[src/verilog/bridge_regs_pkg.sv]
package bridge_regs_pkg;

  // ------------------------------------------------------------------
  // Register byte addresses
  // ------------------------------------------------------------------
  localparam logic [7:0] ADDR_IO_AND_STATUS  = 8'h1c;
  localparam logic [7:0] ADDR_MEMORY_WINDOW  = 8'h20;
  localparam logic [7:0] ADDR_IO_UPPER       = 8'h30;
  localparam logic [7:0] ADDR_CONTROL        = 8'h40;
  localparam logic [7:0] ADDR_IRQ_MASK       = 8'h44;
  localparam logic [7:0] ADDR_PROBE          = 8'h48;
  localparam logic [7:0] ADDR_PROBE_RESULT   = 8'h4c;

  // ------------------------------------------------------------------
  // Field positions
  // ------------------------------------------------------------------
  localparam int IO_TOP_LSB        = 12;
  localparam int IO_WIDTH_LSB      = 8;
  localparam int IO_LOW_BITS       = 12;
  localparam int FAST_66_BIT       = 21;
  localparam int FAST_B2B_BIT      = 23;
  localparam int CLAIM_TIMING_LSB  = 25;
  localparam int FLAG_PARITY_RPT   = 24;
  localparam int FLAG_SIG_TABORT   = 27;
  localparam int FLAG_RCV_TABORT   = 28;
  localparam int FLAG_RCV_MABORT   = 29;
  localparam int FLAG_SYS_ERROR    = 30;
  localparam int FLAG_PARITY_SEEN  = 31;
  localparam int FLAG_LSB          = 24;
  localparam int MEM_BOTTOM_LSB    = 4;
  localparam int MEM_TOP_LSB       = 20;
  localparam int MEM_LOW_BITS      = 20;
  localparam int PARITY_RESP_BIT   = 6;

  // ------------------------------------------------------------------
  // Constant field values and reset values
  // ------------------------------------------------------------------
  localparam logic [3:0]  IO_WIDTH_CODE    = 4'h1;
  localparam logic [1:0]  CLAIM_FAST       = 2'h0;
  localparam logic [1:0]  CLAIM_MEDIUM     = 2'h1;
  localparam logic [1:0]  CLAIM_SLOW       = 2'h2;
  localparam logic [7:0]  FLAG_WC_MASK     = 8'hf9;
  localparam logic [3:0]  IO_TOP_RESET     = 4'h0;
  localparam logic [11:0] MEM_RESET        = 12'h000;
  localparam logic [15:0] IO_UPPER_RESET   = 16'h0000;
  localparam logic [7:0]  FLAG_RESET       = 8'h00;
  localparam logic [15:0] CONTROL_RESET    = 16'h0000;

endpackage : bridge_regs_pkg

[src/verilog/bridge_window_regs.sv]
// Summary of operation
// - I/O window top bits 15:12 writable at register bits 15:12, reset zero.
// - I/O top low twelve address bits compare as all ones.
// - Bits 11:8 read constant one, 32-bit I/O addressing.
// - I/O top bits 31:16 come from the separate upper-half register.
// - Status bit 21 reads one: 66 MHz capable.
// - Status bit 23 reads one: fast back-to-back capable.
// - Bit 24 sets on parity-error input while command bit 6 set.
// - Bits 26:25 read the medium claim timing code 01.
// - Bit 27 sets when bridge as target signals target abort.
// - Bit 28 sets when bridge-mastered transfer receives target abort.
// - Bit 29 sets when bridge-mastered transfer ends in master abort.
// - Bit 30 sets on system-error input.
// - Bit 31 sets on any secondary parity error, regardless of enable.
// - Memory bottom bits 15:4 give address 31:20, low bits zero.
// - Memory bottom bits 3:0 and top bits 19:16 read zero.
// - Memory top bits 31:20 give address 31:20, low bits all ones.
//
// The APB slave port is this design's own decision.
module bridge_window_regs
  import bridge_regs_pkg::*;
(
  input  wire logic        i_clk,
  input  wire logic        i_reset_n,
  input  wire logic        i_psel,
  input  wire logic        i_penable,
  input  wire logic        i_pwrite,
  input  wire logic [7:0]  i_paddr,
  input  wire logic [31:0] i_pwdata,
  input  wire logic [3:0]  i_pstrb,
  input  wire logic        i_downstream_parity_error_in_n,
  input  wire logic        i_downstream_system_error_in_n,
  input  wire logic        i_target_abort_signaled,
  input  wire logic        i_target_abort_received,
  input  wire logic        i_master_abort_received,
  input  wire logic        i_parity_error_detected,
  input  wire logic [31:0] i_probe_addr,
  output logic [31:0]      o_prdata,
  output logic             o_pready,
  output logic             o_pslverr,
  output logic             o_irq,
  output logic             o_io_hit,
  output logic             o_mem_hit
);

  // ------------------------------------------------------------------
  // Register state
  // ------------------------------------------------------------------
  logic [3:0]  io_top;
  logic [15:0] io_top_upper;
  logic [11:0] mem_bottom;
  logic [11:0] mem_top;
  logic [15:0] control;
  logic [7:0]  irq_mask;
  logic [31:0] probe_addr;
  logic [3:0]  next_io_top;
  logic [15:0] next_io_top_upper;
  logic [11:0] next_mem_bottom;
  logic [11:0] next_mem_top;
  logic [15:0] next_control;
  logic [7:0]  next_irq_mask;
  logic [31:0] next_probe_addr;

  logic        access;
  logic        wr;
  logic        done;
  logic        known;
  logic        lane_io_top;
  logic        lane_mem_bottom;
  logic        lane_mem_top;
  logic        lane_io_upper;
  logic        lane_flags;
  logic [31:0] wmask;
  logic [7:0]  flag_set;
  logic [7:0]  flag_clear;
  logic [7:0]  flags;
  logic [31:0] status_word;
  logic [31:0] read_word;
  logic [31:0] next_prdata;
  logic        next_pready;
  logic        next_pslverr;
  logic        next_irq;
  logic        next_io_hit;
  logic        next_mem_hit;
  logic [31:0] io_bottom_addr;
  logic [31:0] io_top_addr;
  logic [31:0] mem_bottom_addr;
  logic [31:0] mem_top_addr;
  logic        io_match;
  logic        mem_match;

  // ------------------------------------------------------------------
  // Bus decode
  // ------------------------------------------------------------------
  // Slave answers in the second access cycle, so pready is high for
  // one cycle per transfer and the master always waits one cycle.
  assign access = i_psel && i_penable && !o_pready;
  // Writes land on the completing edge, where the master sees pready;
  // a transfer still in its first access cycle changes nothing yet.
  assign done   = i_psel && i_penable && o_pready;
  assign wr     = done && i_pwrite;
  assign known  = (i_paddr == ADDR_IO_AND_STATUS) ||
                  (i_paddr == ADDR_MEMORY_WINDOW) ||
                  (i_paddr == ADDR_IO_UPPER) ||
                  (i_paddr == ADDR_CONTROL) ||
                  (i_paddr == ADDR_IRQ_MASK) ||
                  (i_paddr == ADDR_PROBE) ||
                  (i_paddr == ADDR_PROBE_RESULT);
  assign wmask  = {{8{i_pstrb[3]}}, {8{i_pstrb[2]}},
                   {8{i_pstrb[1]}}, {8{i_pstrb[0]}}};

  // ------------------------------------------------------------------
  // Byte lane qualifiers
  // ------------------------------------------------------------------
  // A bound split over two lanes moves only when both lanes are written,
  // so a half-written window bound never reaches the decode.
  assign lane_io_top     = i_pstrb[1];
  assign lane_mem_bottom = i_pstrb[0] && i_pstrb[1];
  assign lane_mem_top    = i_pstrb[2] && i_pstrb[3];
  assign lane_io_upper   = i_pstrb[2] && i_pstrb[3];
  assign lane_flags      = i_pstrb[3];

  // ------------------------------------------------------------------
  // Writable fields
  // ------------------------------------------------------------------
  always_comb begin
    next_io_top       = io_top;
    next_io_top_upper = io_top_upper;
    next_mem_bottom   = mem_bottom;
    next_mem_top      = mem_top;
    next_control      = control;
    next_irq_mask     = irq_mask;
    next_probe_addr   = probe_addr;
    if (wr) begin
      case (i_paddr)
        ADDR_IO_AND_STATUS: begin
          if (lane_io_top) begin
            next_io_top = i_pwdata[IO_TOP_LSB +: 4];
          end
        end
        ADDR_MEMORY_WINDOW: begin
          if (lane_mem_bottom) begin
            next_mem_bottom = i_pwdata[MEM_BOTTOM_LSB +: 12];
          end
          if (lane_mem_top) begin
            next_mem_top = i_pwdata[MEM_TOP_LSB +: 12];
          end
        end
        ADDR_IO_UPPER: begin
          if (lane_io_upper) begin
            next_io_top_upper = i_pwdata[31:16];
          end
        end
        ADDR_CONTROL: begin
          next_control = (control & ~wmask[15:0]) |
                         (i_pwdata[15:0] & wmask[15:0]);
        end
        ADDR_IRQ_MASK: begin
          if (i_pstrb[0]) begin
            next_irq_mask = i_pwdata[7:0];
          end
        end
        ADDR_PROBE: begin
          next_probe_addr = (probe_addr & ~wmask) | (i_pwdata & wmask);
        end
        default: begin
          next_probe_addr = probe_addr;
        end
      endcase
    end
  end

  always_ff @(posedge i_clk or negedge i_reset_n) begin
    if (!i_reset_n) begin
      io_top       <= IO_TOP_RESET;
      io_top_upper <= IO_UPPER_RESET;
      mem_bottom   <= MEM_RESET;
      mem_top      <= MEM_RESET;
      control      <= CONTROL_RESET;
      irq_mask     <= FLAG_RESET;
      probe_addr   <= '0;
    end else begin
      io_top       <= next_io_top;
      io_top_upper <= next_io_top_upper;
      mem_bottom   <= next_mem_bottom;
      mem_top      <= next_mem_top;
      control      <= next_control;
      irq_mask     <= next_irq_mask;
      probe_addr   <= next_probe_addr;
    end
  end

  // ------------------------------------------------------------------
  // Error flags, status bits 31:24
  // ------------------------------------------------------------------
  // Level inputs keep setting the flag while they stay asserted
  always_comb begin
    flag_set = '0;
    flag_set[FLAG_PARITY_RPT - FLAG_LSB] =
      !i_downstream_parity_error_in_n && control[PARITY_RESP_BIT];
    flag_set[FLAG_SIG_TABORT - FLAG_LSB] = i_target_abort_signaled;
    flag_set[FLAG_RCV_TABORT - FLAG_LSB] = i_target_abort_received;
    flag_set[FLAG_RCV_MABORT - FLAG_LSB] = i_master_abort_received;
    flag_set[FLAG_SYS_ERROR - FLAG_LSB] =
      !i_downstream_system_error_in_n;
    flag_set[FLAG_PARITY_SEEN - FLAG_LSB] =
      i_parity_error_detected;
  end

  // Write one to clear; only the flag lanes respond
  assign flag_clear = (wr && i_paddr == ADDR_IO_AND_STATUS && lane_flags)
                      ? (i_pwdata[31:24] & FLAG_WC_MASK) : 8'h00;

  // Flag bits 1 and 2 (status bits 26:25) hold the fixed claim timing code, not flags
  genvar g;
  generate
    for (g = 0; g < 8; g++) begin : g_flag
      if (FLAG_WC_MASK[g]) begin : g_live
        sticky_flag u_flag (
          .i_clk     (i_clk),
          .i_reset_n (i_reset_n),
          .i_set     (flag_set[g]),
          .i_clear   (flag_clear[g]),
          .o_flag    (flags[g])
        );
      end else begin : g_fixed
        assign flags[g] = 1'b0;
      end
    end
  endgenerate

  // ------------------------------------------------------------------
  // Read path
  // ------------------------------------------------------------------
  always_comb begin
    status_word = '0;
    status_word[IO_TOP_LSB +: 4]       = io_top;
    status_word[IO_WIDTH_LSB +: 4]     = IO_WIDTH_CODE;
    status_word[FAST_66_BIT]           = 1'b1;
    status_word[FAST_B2B_BIT]          = 1'b1;
    status_word[FLAG_LSB +: 8]         = flags;
    status_word[CLAIM_TIMING_LSB +: 2] = CLAIM_MEDIUM;
  end

  always_comb begin
    case (i_paddr)
      ADDR_IO_AND_STATUS: read_word = status_word;
      ADDR_MEMORY_WINDOW: read_word = {mem_top, 4'h0,
                                       mem_bottom, 4'h0};
      ADDR_IO_UPPER:      read_word = {io_top_upper, 16'h0000};
      ADDR_CONTROL:       read_word = {16'h0000, control};
      ADDR_IRQ_MASK:      read_word = {24'h000000, irq_mask};
      ADDR_PROBE:         read_word = probe_addr;
      ADDR_PROBE_RESULT:  read_word = {30'h00000000, o_mem_hit, o_io_hit};
      default:            read_word = 32'h00000000;
    endcase
  end

  // Read data are registered in the first access cycle and stand
  // until the next read, so the master may take them on its own edge.
  always_comb begin
    next_pready  = access;
    next_pslverr = access && !known;
    next_prdata  = o_prdata;
    if (access && !i_pwrite) begin
      next_prdata = read_word;
    end
  end

  // ------------------------------------------------------------------
  // Window decode
  // ------------------------------------------------------------------
  // The I/O bottom lives outside this bank; zero keeps the I/O window
  // reaching from address 0 up to the programmed top.
  assign io_bottom_addr  = 32'h00000000;
  assign io_top_addr     = {io_top_upper, io_top,
                            {IO_LOW_BITS{1'b1}}};
  assign mem_bottom_addr = {mem_bottom, {MEM_LOW_BITS{1'b0}}};
  assign mem_top_addr    = {mem_top, {MEM_LOW_BITS{1'b1}}};

  window_match u_io_match (
    .i_bottom (io_bottom_addr),
    .i_top    (io_top_addr),
    .i_addr   (probe_addr),
    .o_hit    (io_match)
  );

  window_match u_mem_match (
    .i_bottom (mem_bottom_addr),
    .i_top    (mem_top_addr),
    .i_addr   (probe_addr),
    .o_hit    (mem_match)
  );

  // ------------------------------------------------------------------
  // Bus answer registers
  // ------------------------------------------------------------------
  always_ff @(posedge i_clk or negedge i_reset_n) begin
    if (!i_reset_n) begin
      o_prdata  <= '0;
      o_pready  <= 1'b0;
      o_pslverr <= 1'b0;
    end else begin
      o_prdata  <= next_prdata;
      o_pready  <= next_pready;
      o_pslverr <= next_pslverr;
    end
  end

  // ------------------------------------------------------------------
  // Interrupt and window hit registers
  // ------------------------------------------------------------------
  // Masked flags still latch; the mask only gates the request line
  always_comb begin
    next_irq     = |(flags & irq_mask);
    next_io_hit  = io_match;
    next_mem_hit = mem_match;
  end

  always_ff @(posedge i_clk or negedge i_reset_n) begin
    if (!i_reset_n) begin
      o_irq     <= 1'b0;
      o_io_hit  <= 1'b0;
      o_mem_hit <= 1'b0;
    end else begin
      o_irq     <= next_irq;
      o_io_hit  <= next_io_hit;
      o_mem_hit <= next_mem_hit;
    end
  end

  // i_probe_addr is unused: software programs the probe address
  logic unused_probe;
  assign unused_probe = ^i_probe_addr;

endmodule : bridge_window_regs

[src/verilog/sticky_flag.sv]
module sticky_flag
  import bridge_regs_pkg::*;
(
  input  wire logic i_clk,
  input  wire logic i_reset_n,
  input  wire logic i_set,
  input  wire logic i_clear,
  output logic      o_flag
);

  logic next_flag;

  // Set beats clear in the same cycle so no event is lost
  always_comb begin
    next_flag = o_flag;
    if (i_clear) begin
      next_flag = 1'b0;
    end
    if (i_set) begin
      next_flag = 1'b1;
    end
  end

  always_ff @(posedge i_clk or negedge i_reset_n) begin
    if (!i_reset_n) begin
      o_flag <= 1'b0;
    end else begin
      o_flag <= next_flag;
    end
  end

endmodule : sticky_flag

[src/verilog/window_match.sv]
module window_match
  import bridge_regs_pkg::*;
(
  input  wire logic [31:0] i_bottom,
  input  wire logic [31:0] i_top,
  input  wire logic [31:0] i_addr,
  output logic             o_hit
);

  // Both ends of the window are inclusive
  assign o_hit = (i_addr >= i_bottom) && (i_addr <= i_top);

endmodule : window_match
[config.mk]
export PLATFORM = sky130hd
export DESIGN_NAME = bridge_window_regs
export DESIGN_NICKNAME = d
export VERILOG_FILES = /design/src/verilog/bridge_regs_pkg.sv /design/src/verilog/bridge_window_regs.sv /design/src/verilog/sticky_flag.sv /design/src/verilog/window_match.sv
export SDC_FILE = /design/constraint.sdc
export NUM_CORES = 1
export LEC_CHECK = 0
export BUFFER_PORTS_ARGS = -buffer_cell sky130_fd_sc_hd__buf_2
export CAP_MARGIN = 20
export CORE_MARGIN = 2
export CORE_UTILIZATION = 57
export CTS_CLUSTER_DIAMETER = 150
export DETAILED_ROUTE_END_ITERATION = 8
export GPL_ROUTABILITY_DRIVEN = 0
export PLACE_DENSITY = 0.79
export SLEW_MARGIN = 20
export SYNTH_ARGS = -nofsm -noshare
export SYNTH_HDL_FRONTEND = slang
export SYNTH_SLANG_ARGS = --single-unit
[constraint.sdc]
create_clock -name i_clk -period 2.7 [get_ports i_clk]
set_clock_uncertainty 0.2 [all_clocks]
set_input_delay 0.405 -clock i_clk [delete_from_list [all_inputs] [get_ports i_clk]]
set_output_delay 0.405 -clock i_clk [all_outputs]
set_load 0.01 [all_outputs]
==> out/qor.yml, run 1 <==
status: "complete, no violations"
synth_area_um2: 7270
synth_seq_cells: 143
seqPwrFrac: 0.450
p_clk_frac: 0.510
viasPerCell: 5.99
yosys_warnings: 0
hold_end: "io_top_upper[0]"
startpoint_type: "flip-flop"
tightest_slew_ps: 595
clk_latency_ps: 420
whs_path_depth: 3
max_freq_mhz: 410
synth_seq_area_share: 0.492
synthArstFlopShare: 1.00
finalWorstSetupSlack_ps: 260
holdWs_ps: 12.9
path_class: "reg2reg"
rows: 41
dp.cells: 901
yosysUniqueCellTypes: 50
post_cts_buffers: 0
slew_viol_final: 0
crit_fanout: 5
cts-buffers-inserted: 17
track_usage: 0.293
min_from: "i_pwdata[16]"
p_per_area_nw_per_um2: 548
grt_pass1_wl_um: 30000
via_count: 5643
cts_tree: "yes"
stdcell_count: 942
grt-ovfl-total: 0
comb_power_share: 0.040
avgSynthCellArea_um2: 11.3
hold_path.class: "in2reg"
core_um2: 12500
synth_cells: 644
p_leak_nw: 4.41
clk_pin_slew_ps: 60
diodes: 0
rsz0062_at_grt: "no"
arrival_ps: 2590
final_cell_mix: "dfrtp_1 (143), buf_2 (90), nand2_1 (82)"
grt_max_degree: 65
grt_pass1_vias: 5842
io_pins: 124
num-nets-final: 888
dr.pass1.iters: 5
path_cells: "ha_1 -> or4b_2 -> nor4_1 -> a31oi_1 -> a21oi_1 -> a2bb2oi_1"
place_ws_ps: 55.4
io_buffers: 91
maxCapViolCount: 0
syn_nets: 775
period_share: 0.904
switchingPower_mw: 1.01
die_x_um: 117
syn_to_final_growth_pct: 20.4
setup_tns_ps: 0
drt_wl_total_um: 18700
die_area_um2: 13700
hold_viol: 0
cp_slowest_stage_delay_ps: 590
wl_per_cell_um: 19.8
max-vdd-ir-drop_mv: 0.419
drtAntennaViolNets: 0
fill_cells: 925
route.detailed.drc: 0
antenna_found_initial: 0
timing.reg2reg.worst_path_depth: 6
h-tree-depth: 4
clock-sinks: 143
switching_share: 0.210
synth-edff-count: 0
cp-end-kind: "flip-flop"
cts_max_path_buffers: 2
setup_violations: 0
timing.rr.end: "o_mem_hit"
layout-drive-gt1-share: 0.312
start_util: 0.581
synthFlopType: "dfrtp_1"
die_h_um: 117
r2r_slack_ps: 260
post-route-min-period_ps: 2440
p_int_mw: 3.79
final_common_cell: "dfrtp_1"
drtIter0Drc: 452
crit_slowest_cell: "or4b_2"
dp_hpwl_um: 13200
ctsHoldBuffers: 9
post_cts_resized: 0
maxSlewHeadroom: 0.602
cp.required_ps: 2850
cts_root_buf: "clkbuf_16"
-- per-stage QoR --
step	total power, mW	cell area [um^2]	util
2_1_floorplan	2.25	7270	-
3_3_place_gp	2.37	8040	0.642
3_5_place_dp	2.38	8040	0.642
4_1_cts	4.82	8750	0.699
5_1_grt	4.97	8750	0.699
6_report	4.80	8750	0.699
-- kinds of logic (layout without fill, tap and decap cells) --
group	after synthesis	count (layout)	share of synthesized area
AOI/OAI and AO/OA	145	145	0.128
adders and majority gates	44	44	0.0757
buffers and inverters	72	198	0.0389
DFF	143	143	0.492
muxes	92	92	0.157
and+or+nand+nor	148	148	0.108
-- synth_stat cells (2+ instances only) --
master | number | area [um^2]
a211oi_1 | 3 | 22.5
a21o_1 | 9 | 67.6
a21oi_1 | 25 | 125
a221oi_1 | 14 | 123
a22o_1 | 16 | 140
a22oi_1 | 13 | 97.6
and4_1 | 6 | 52.6
buf_1 | 2 | 7.51
buf_2 | 4 | 20.0
clkbuf_1 | 18 | 67.6
dfrtp_1 | 143 | 3580
ha_1 | 44 | 551
inv_1 | 47 | 176
mux2_2 | 60 | 676
mux2_4 | 24 | 360
mux2i_1 | 6 | 60.1
mux4_2 | 2 | 45.0
nand2_1 | 82 | 308
nand3_1 | 8 | 40.0
nand3_4 | 3 | 52.6
nand4_1 | 9 | 56.3
nand4b_1 | 2 | 17.5
nor2_1 | 9 | 33.8
nor2b_1 | 2 | 12.5
nor3_1 | 6 | 30.0
nor4_1 | 3 | 18.8
nor4_4 | 2 | 42.5
o211ai_1 | 2 | 15.0
o21ai_0 | 55 | 275
o31ai_1 | 2 | 15.0
or3_1 | 2 | 12.5
or4_1 | 3 | 22.5
-- worst max path at each step --
| stage | startpoint | endpoint | slack [ps] | cells after the start |
|---|---|---|---|---|
| 3_3_place_gp | i_paddr[5] | flip-flop | 90 | 6 |
| 5_1_grt | flip-flop | o_mem_hit | 80 | 6 |
| 2_1_floorplan | i_paddr[5] | flip-flop | 270 | 6 |
| 6_report | flip-flop | o_mem_hit | 260 | 6 |
| 4_1_cts | flip-flop | o_mem_hit | 290 | 6 |
| 3_5_place_dp | i_paddr[5] | flip-flop | 60 | 6 |
-- layout make-up --
class                      count  area (um^2)  share of cell area
multi-input combinational    429         3410               0.390
clock inverter                10          131              0.0150
sequential                   143         3580               0.409
clock buffer                  22          494              0.0565
timing repair buffer         119          744              0.0851
inverter                      47          176              0.0202
tap                          172          215              0.0246
-- layer usage --
metal  GRT usage  up-vias  share of wire
met4       0.122        0          0.031
li1            -     2564              -
met2       0.484      241           0.49
met5           0        -              0
met1       0.370     2788           0.41
met3      0.0721       50          0.066
-- power groups by stage --
| stage | Combinational [mW] | Clock, mW | Sequential (mW) |
|---|---|---|---|
| detailed placement | 0.184 | 0 | 2.20 |
| CTS | 0.194 | 2.47 | 2.16 |
| global placement | 0.176 | 0 | 2.20 |
| global route | 0.214 | 2.60 | 2.16 |
| floorplan | 0.0478 | 0 | 2.20 |
| finish | 0.193 | 2.44 | 2.16 |
-- worst max-delay path, delay by kind of cell, from the launching register on --
kind                       cells  cell delay [ps]
and+or+nand+nor                2              880
AOI/OAI and AO/OA              3              490
DFF                            1              470
adders and majority gates      1              330
Power figures use the tool's default switching activity.
==> run 2, diff against run 1 <==
--- a/config.mk
+++ b/config.mk
@@ -6,5 +6,5 @@
 export NUM_CORES = 1
 export LEC_CHECK = 0
-export BUFFER_PORTS_ARGS = -buffer_cell sky130_fd_sc_hd__buf_2
+export BUFFER_PORTS_ARGS = -buffer_cell sky130_fd_sc_hd__buf_4
 export CAP_MARGIN = 20
 export CORE_MARGIN = 2
==> constraint.sdc (replaced) <==
create_clock -name i_clk -period 2.7 [get_ports i_clk]
set_clock_uncertainty 0.2 [all_clocks]
set_input_delay 0.27 -clock i_clk [delete_from_list [all_inputs] [get_ports i_clk]]
set_output_delay 0.27 -clock i_clk [all_outputs]
set_load 0.01 [all_outputs]
==> run 2 against run 1 <==
Effect of this change: flip-flop and latch count unchanged; global-route usage increased by 1.8 points; die area unchanged; core utilization increased by 4.5 points; first-iteration DRC count increased by 38%; largest cell class unchanged; non-clock buffer count increased by 36; routed wire length increased by 7.1%; sequential share of layout area decreased by 2.5 points; combinational power increased by 34%; power increased by 1.2%; largest power group unchanged; critical path type is now in2reg.
==> out/qor.yml, run 2 (synthesis results as in run 1) <==
cts_max_path_buffers: 2
post-route-util: 0.744
layout-drive-gt1-share: 0.298
grt-ovfl-total: 0
track_usage: 0.311
die_h_um: 117
status: "complete, no violations"
via_count: 5955
rsz0062_at_grt: "no"
maxSlewHeadroom: 0.583
h-tree-depth: 4
start_util: 0.581
rows: 41
dr.pass1.iters: 7
p_per_area_nw_per_um2: 521
antenna_found_initial: 0
clk_latency_ps: 430
post-route-min-period_ps: 2580
p_leak_nw: 4.56
io_buffers: 91
dp_hpwl_um: 13200
die_area_um2: 13700
core_um2: 12500
cp_slowest_stage_delay_ps: 590
clock-sinks: 143
clk_pin_slew_ps: 60
io_pins: 124
hold_viol: 0
wl_per_cell_um: 20.5
final_cell_mix: "dfrtp_1 (143), buf_4 (105), nand2_1 (82)"
grt_pass1_wl_um: 31900
slew_viol_final: 0
cp-end-kind: "flip-flop"
cp_common_cell: "buf_4"
max-vdd-ir-drop_mv: 0.363
cts-buffers-inserted: 17
holdWs_ps: 74.6
grt_pass1_vias: 6113
drtAntennaViolNets: 0
drtIter0Drc: 625
hold_path.class: "in2reg"
post_cts_buffers: 0
grt_max_degree: 70
crit_slowest_cell: "dlygate4sd3_1"
syn_to_final_growth_pct: 28.1
tightest_slew_ps: 626
path_cells: "dlygate4sd3_1 -> buf_4 -> and4_2 -> buf_4 -> nor4b_2 -> buf_4 -> nand2_1 -> a21o_1 -> dlygate4sd3_1"
drt_wl_total_um: 20000
cp.required_ps: 2790
period_share: 0.956
startpoint_type: "input port"
cts_tree: "yes"
cts_root_buf: "clkbuf_16"
path_class: "in2reg"
final_common_cell: "dfrtp_1"
die_x_um: 117
setup_violations: 0
arrival_ps: 2680
num-nets-final: 924
route.detailed.drc: 0
max_freq_mhz: 387
diodes: 0
setup_tns_ps: 0
viasPerCell: 6.09
crit_fanout: 6
maxCapViolCount: 0
## run 2: cell count changes in the layout (fill, tap and decap cells not counted), sizes merged
| cell | delta |
|---|---|
| dlygate4sd3 | +38 |
| clkinv | -1 |
| buf | -2 |
| clkinvlp | +3 |
| inv | +1 |
| clkbuf | -3 |
## run 2: report_power, final
group,total (mW),internal [mW],switching (mW)
registers,2.16,2.15,0.00741
logic,0.259,0.123,0.137
clock network,2.44,1.50,0.933
total,4.85,3.78,1.08
## run 2: final timing paths
check,from,end,slack (ps),cells past startpoint
min,i_paddr[0],o_pslverr,70,3
max reg2reg,o_pready,g_flag[4].g_live.u_flag.o_flag,140,7
max in group asynchronous,i_reset_n,asynchronous set/reset pin,1400,3
min in group asynchronous,i_reset_n,o_prdata[1],160,2
min reg2reg,o_prdata[23],o_prdata[23],280,1
max,i_penable,g_flag[4].g_live.u_flag.o_flag,120,9
## run 2: cell type report
cell class	instances	area (um^2)
Sequential cell	143	3580
Inverter	47	176
Tap cell	172	215
Fill cell	834	3200
Clock buffer	19	453
Multi-Input combinational cell	429	3420
Clock inverter	13	161
Timing Repair Buffer	155	1310
## run 2: critical path: cells and delay by family
family                 cells  cell delay [ps]
and+or+nand+nor            3              600
buffers and inverters      5             1610
AOI/OAI and AO/OA          1              200
## run 2: stage by stage
step           cells  power, mW  setup WS [ps]  instance area (um^2)
4_1_cts          978       4.88            123                  9310
5_1_grt          978       4.99           40.7                  9310
3_3_place_gp     899       2.40            198                  8220
6_report         978       4.85            118                  9310
2_1_floorplan    644       2.25            407                  7270
3_5_place_dp     899       2.40            151                  8220
## run 2: timing repair
| item | 4_1_cts | 5_1_grt |
|---|---|---|
| hold buffers | 47 | 0 |
| hold endpoints to repair | 158 | 0 |
| setup endpoints to repair | 0 | 4 |
| resized for setup | 0 | 2 |
## run 2: metal layers
| metal | GRT usage | up-vias | share of wire |
|---|---|---|---|
| met1 | 0.391 | 2959 | 0.40 |
| met5 | 0 | - | 0 |
| met4 | 0.140 | 0 | 0.037 |
| met2 | 0.514 | 292 | 0.50 |
| met3 | 0.0716 | 66 | 0.067 |
| li1 | - | 2638 | - |
==> run 3, diff against run 2 <==
- SETUP_SLACK_MARGIN: default -> 0.2
==> run 3 against run 2 <==
Effect of this change: routed wire length shrank 1.4%; non-clock buffer count shrank 4; sequential power is essentially flat; maximum frequency grew 3.3%; largest power group unchanged; setup slack gained 82 ps; critical endpoint is now g_flag[6].g_live.u_flag.o_flag; final cell count shrank 0.41%.
==> out/qor.yml, run 3 (synthesis results as in run 1) <==
num-nets-final: 920
drtAntennaViolNets: 0
post-route-util: 0.742
switchingPower_mw: 1.08
hold_viol: 0
io_pins: 124
cts_root_buf: "clkbuf_16"
dp.cells: 899
period_share: 0.926
viasPerCell: 6.08
clk_latency_ps: 430
hold_path.class: "in2reg"
track_usage: 0.306
switching_share: 0.222
p_clk_frac: 0.502
start_util: 0.581
cp-end-kind: "flip-flop"
cts-buffers-inserted: 17
dp_hpwl_um: 13200
final_cell_mix: "dfrtp_1 (142), buf_4 (105), nand2_1 (82)"
setup_tns_ps: 0
via_count: 5923
rows: 41
post-route-min-period_ps: 2500
cp.required_ps: 2800
clk_pin_slew_ps: 60
layout-drive-gt1-share: 0.302
rsz0062_at_grt: "yes"
setup_violations: 0
maxSlewHeadroom: 0.579
cts_tree: "yes"
wl_per_cell_um: 20.3
io_buffers: 91
holdWs_ps: 55.5
drtIter0Drc: 584
crit_fanout: 6
dr.pass1.iters: 5
startpoint_type: "flip-flop"
drt_wl_total_um: 19700
die_h_um: 117
grt_pass1_wl_um: 31400
h-tree-depth: 4
slew_viol_final: 0
grt_pass1_vias: 6053
max-vdd-ir-drop_mv: 0.362
p_per_area_nw_per_um2: 523
syn_to_final_growth_pct: 27.8
final_common_cell: "dfrtp_1"
p_int_mw: 3.78
maxCapViolCount: 0
post_cts_buffers: 0
comb_power_share: 0.054
diodes: 0
die_area_um2: 13700
antenna_found_initial: 0
core_um2: 12500
max_freq_mhz: 400
die_x_um: 117
grt-ovfl-total: 0
status: "complete, no violations"
p_total_mw: 4.86
cts_max_path_buffers: 2
route.detailed.drc: 0
clock-sinks: 143
p_leak_nw: 4.56
stdcell_count: 974
fill_cells: 828
seqPwrFrac: 0.445
tightest_slew_ps: 631
grt_max_degree: 70
path_class: "reg2reg"
arrival_ps: 2600
[run 3: worst paths after layout]
check,startpoint,endpoint,slack [ps],cells after the start
max in group asynchronous,i_reset_n,asynchronous set/reset pin,1390,3
max,o_pready,g_flag[6].g_live.u_flag.o_flag,200,8
max reg2reg,o_pready,g_flag[6].g_live.u_flag.o_flag,200,8
min,i_paddr[0],o_pslverr,60,3
min in group asynchronous,i_reset_n,o_prdata[1],150,2
min reg2reg,o_prdata[9],o_prdata[9],280,2
[run 3: metrics by stage]
step	setup WS (ps)	instance area, um^2
final	200	9290
after detailed placement	151	8220
after CTS	218	9270
after global routing	132	9290
after floorplan	407	7270
after global placement	198	8220
[run 3: metal layers]
metal | wire, um | GRT usage | part of all wire | vias up
met5 | 0 | 0 | 0 | -
met4 | 646 | 0.117 | 0.033 | 0
met3 | 1320 | 0.0654 | 0.067 | 70
met2 | 9700 | 0.514 | 0.49 | 269
met1 | 8050 | 0.392 | 0.41 | 2957
li1 | - | - | - | 2627
[run 3: power by group through the flow]
stage	registers (mW)	logic [mW]	clock network (mW)
finish	2.16	0.260	2.44
global route	2.16	0.282	2.55
CTS	2.16	0.256	2.46
detailed placement	2.20	0.206	0
global placement	2.20	0.200	0
floorplan	2.20	0.0478	0
[run 3: cell type report]
type	instances	area [um^2]	area share
Clock buffer	19	453	0.0488
Clock inverter	13	161	0.0174
Inverter	47	176	0.0190
Multi-Input combinational cell	429	3430	0.370
Sequential cell	143	3580	0.385
Tap cell	172	215	0.0232
Timing Repair Buffer	151	1270	0.137
[run 3: repair_timing]
action,CTS,global route
endpoints found under the hold margin,158,0
gates resized for setup,0,5
setup endpoints to repair,0,2
hold buffers,43,0
[run 3: critical path, stage by stage, from the launching register on]
cell,delay [ps]
dfrtp_1,420
and4_2,350
buf_4,200
nor4b_2,280
buf_4,210
nand2_1,60
nand2_1,60
nand2_1,50
dlygate4sd3_1,550
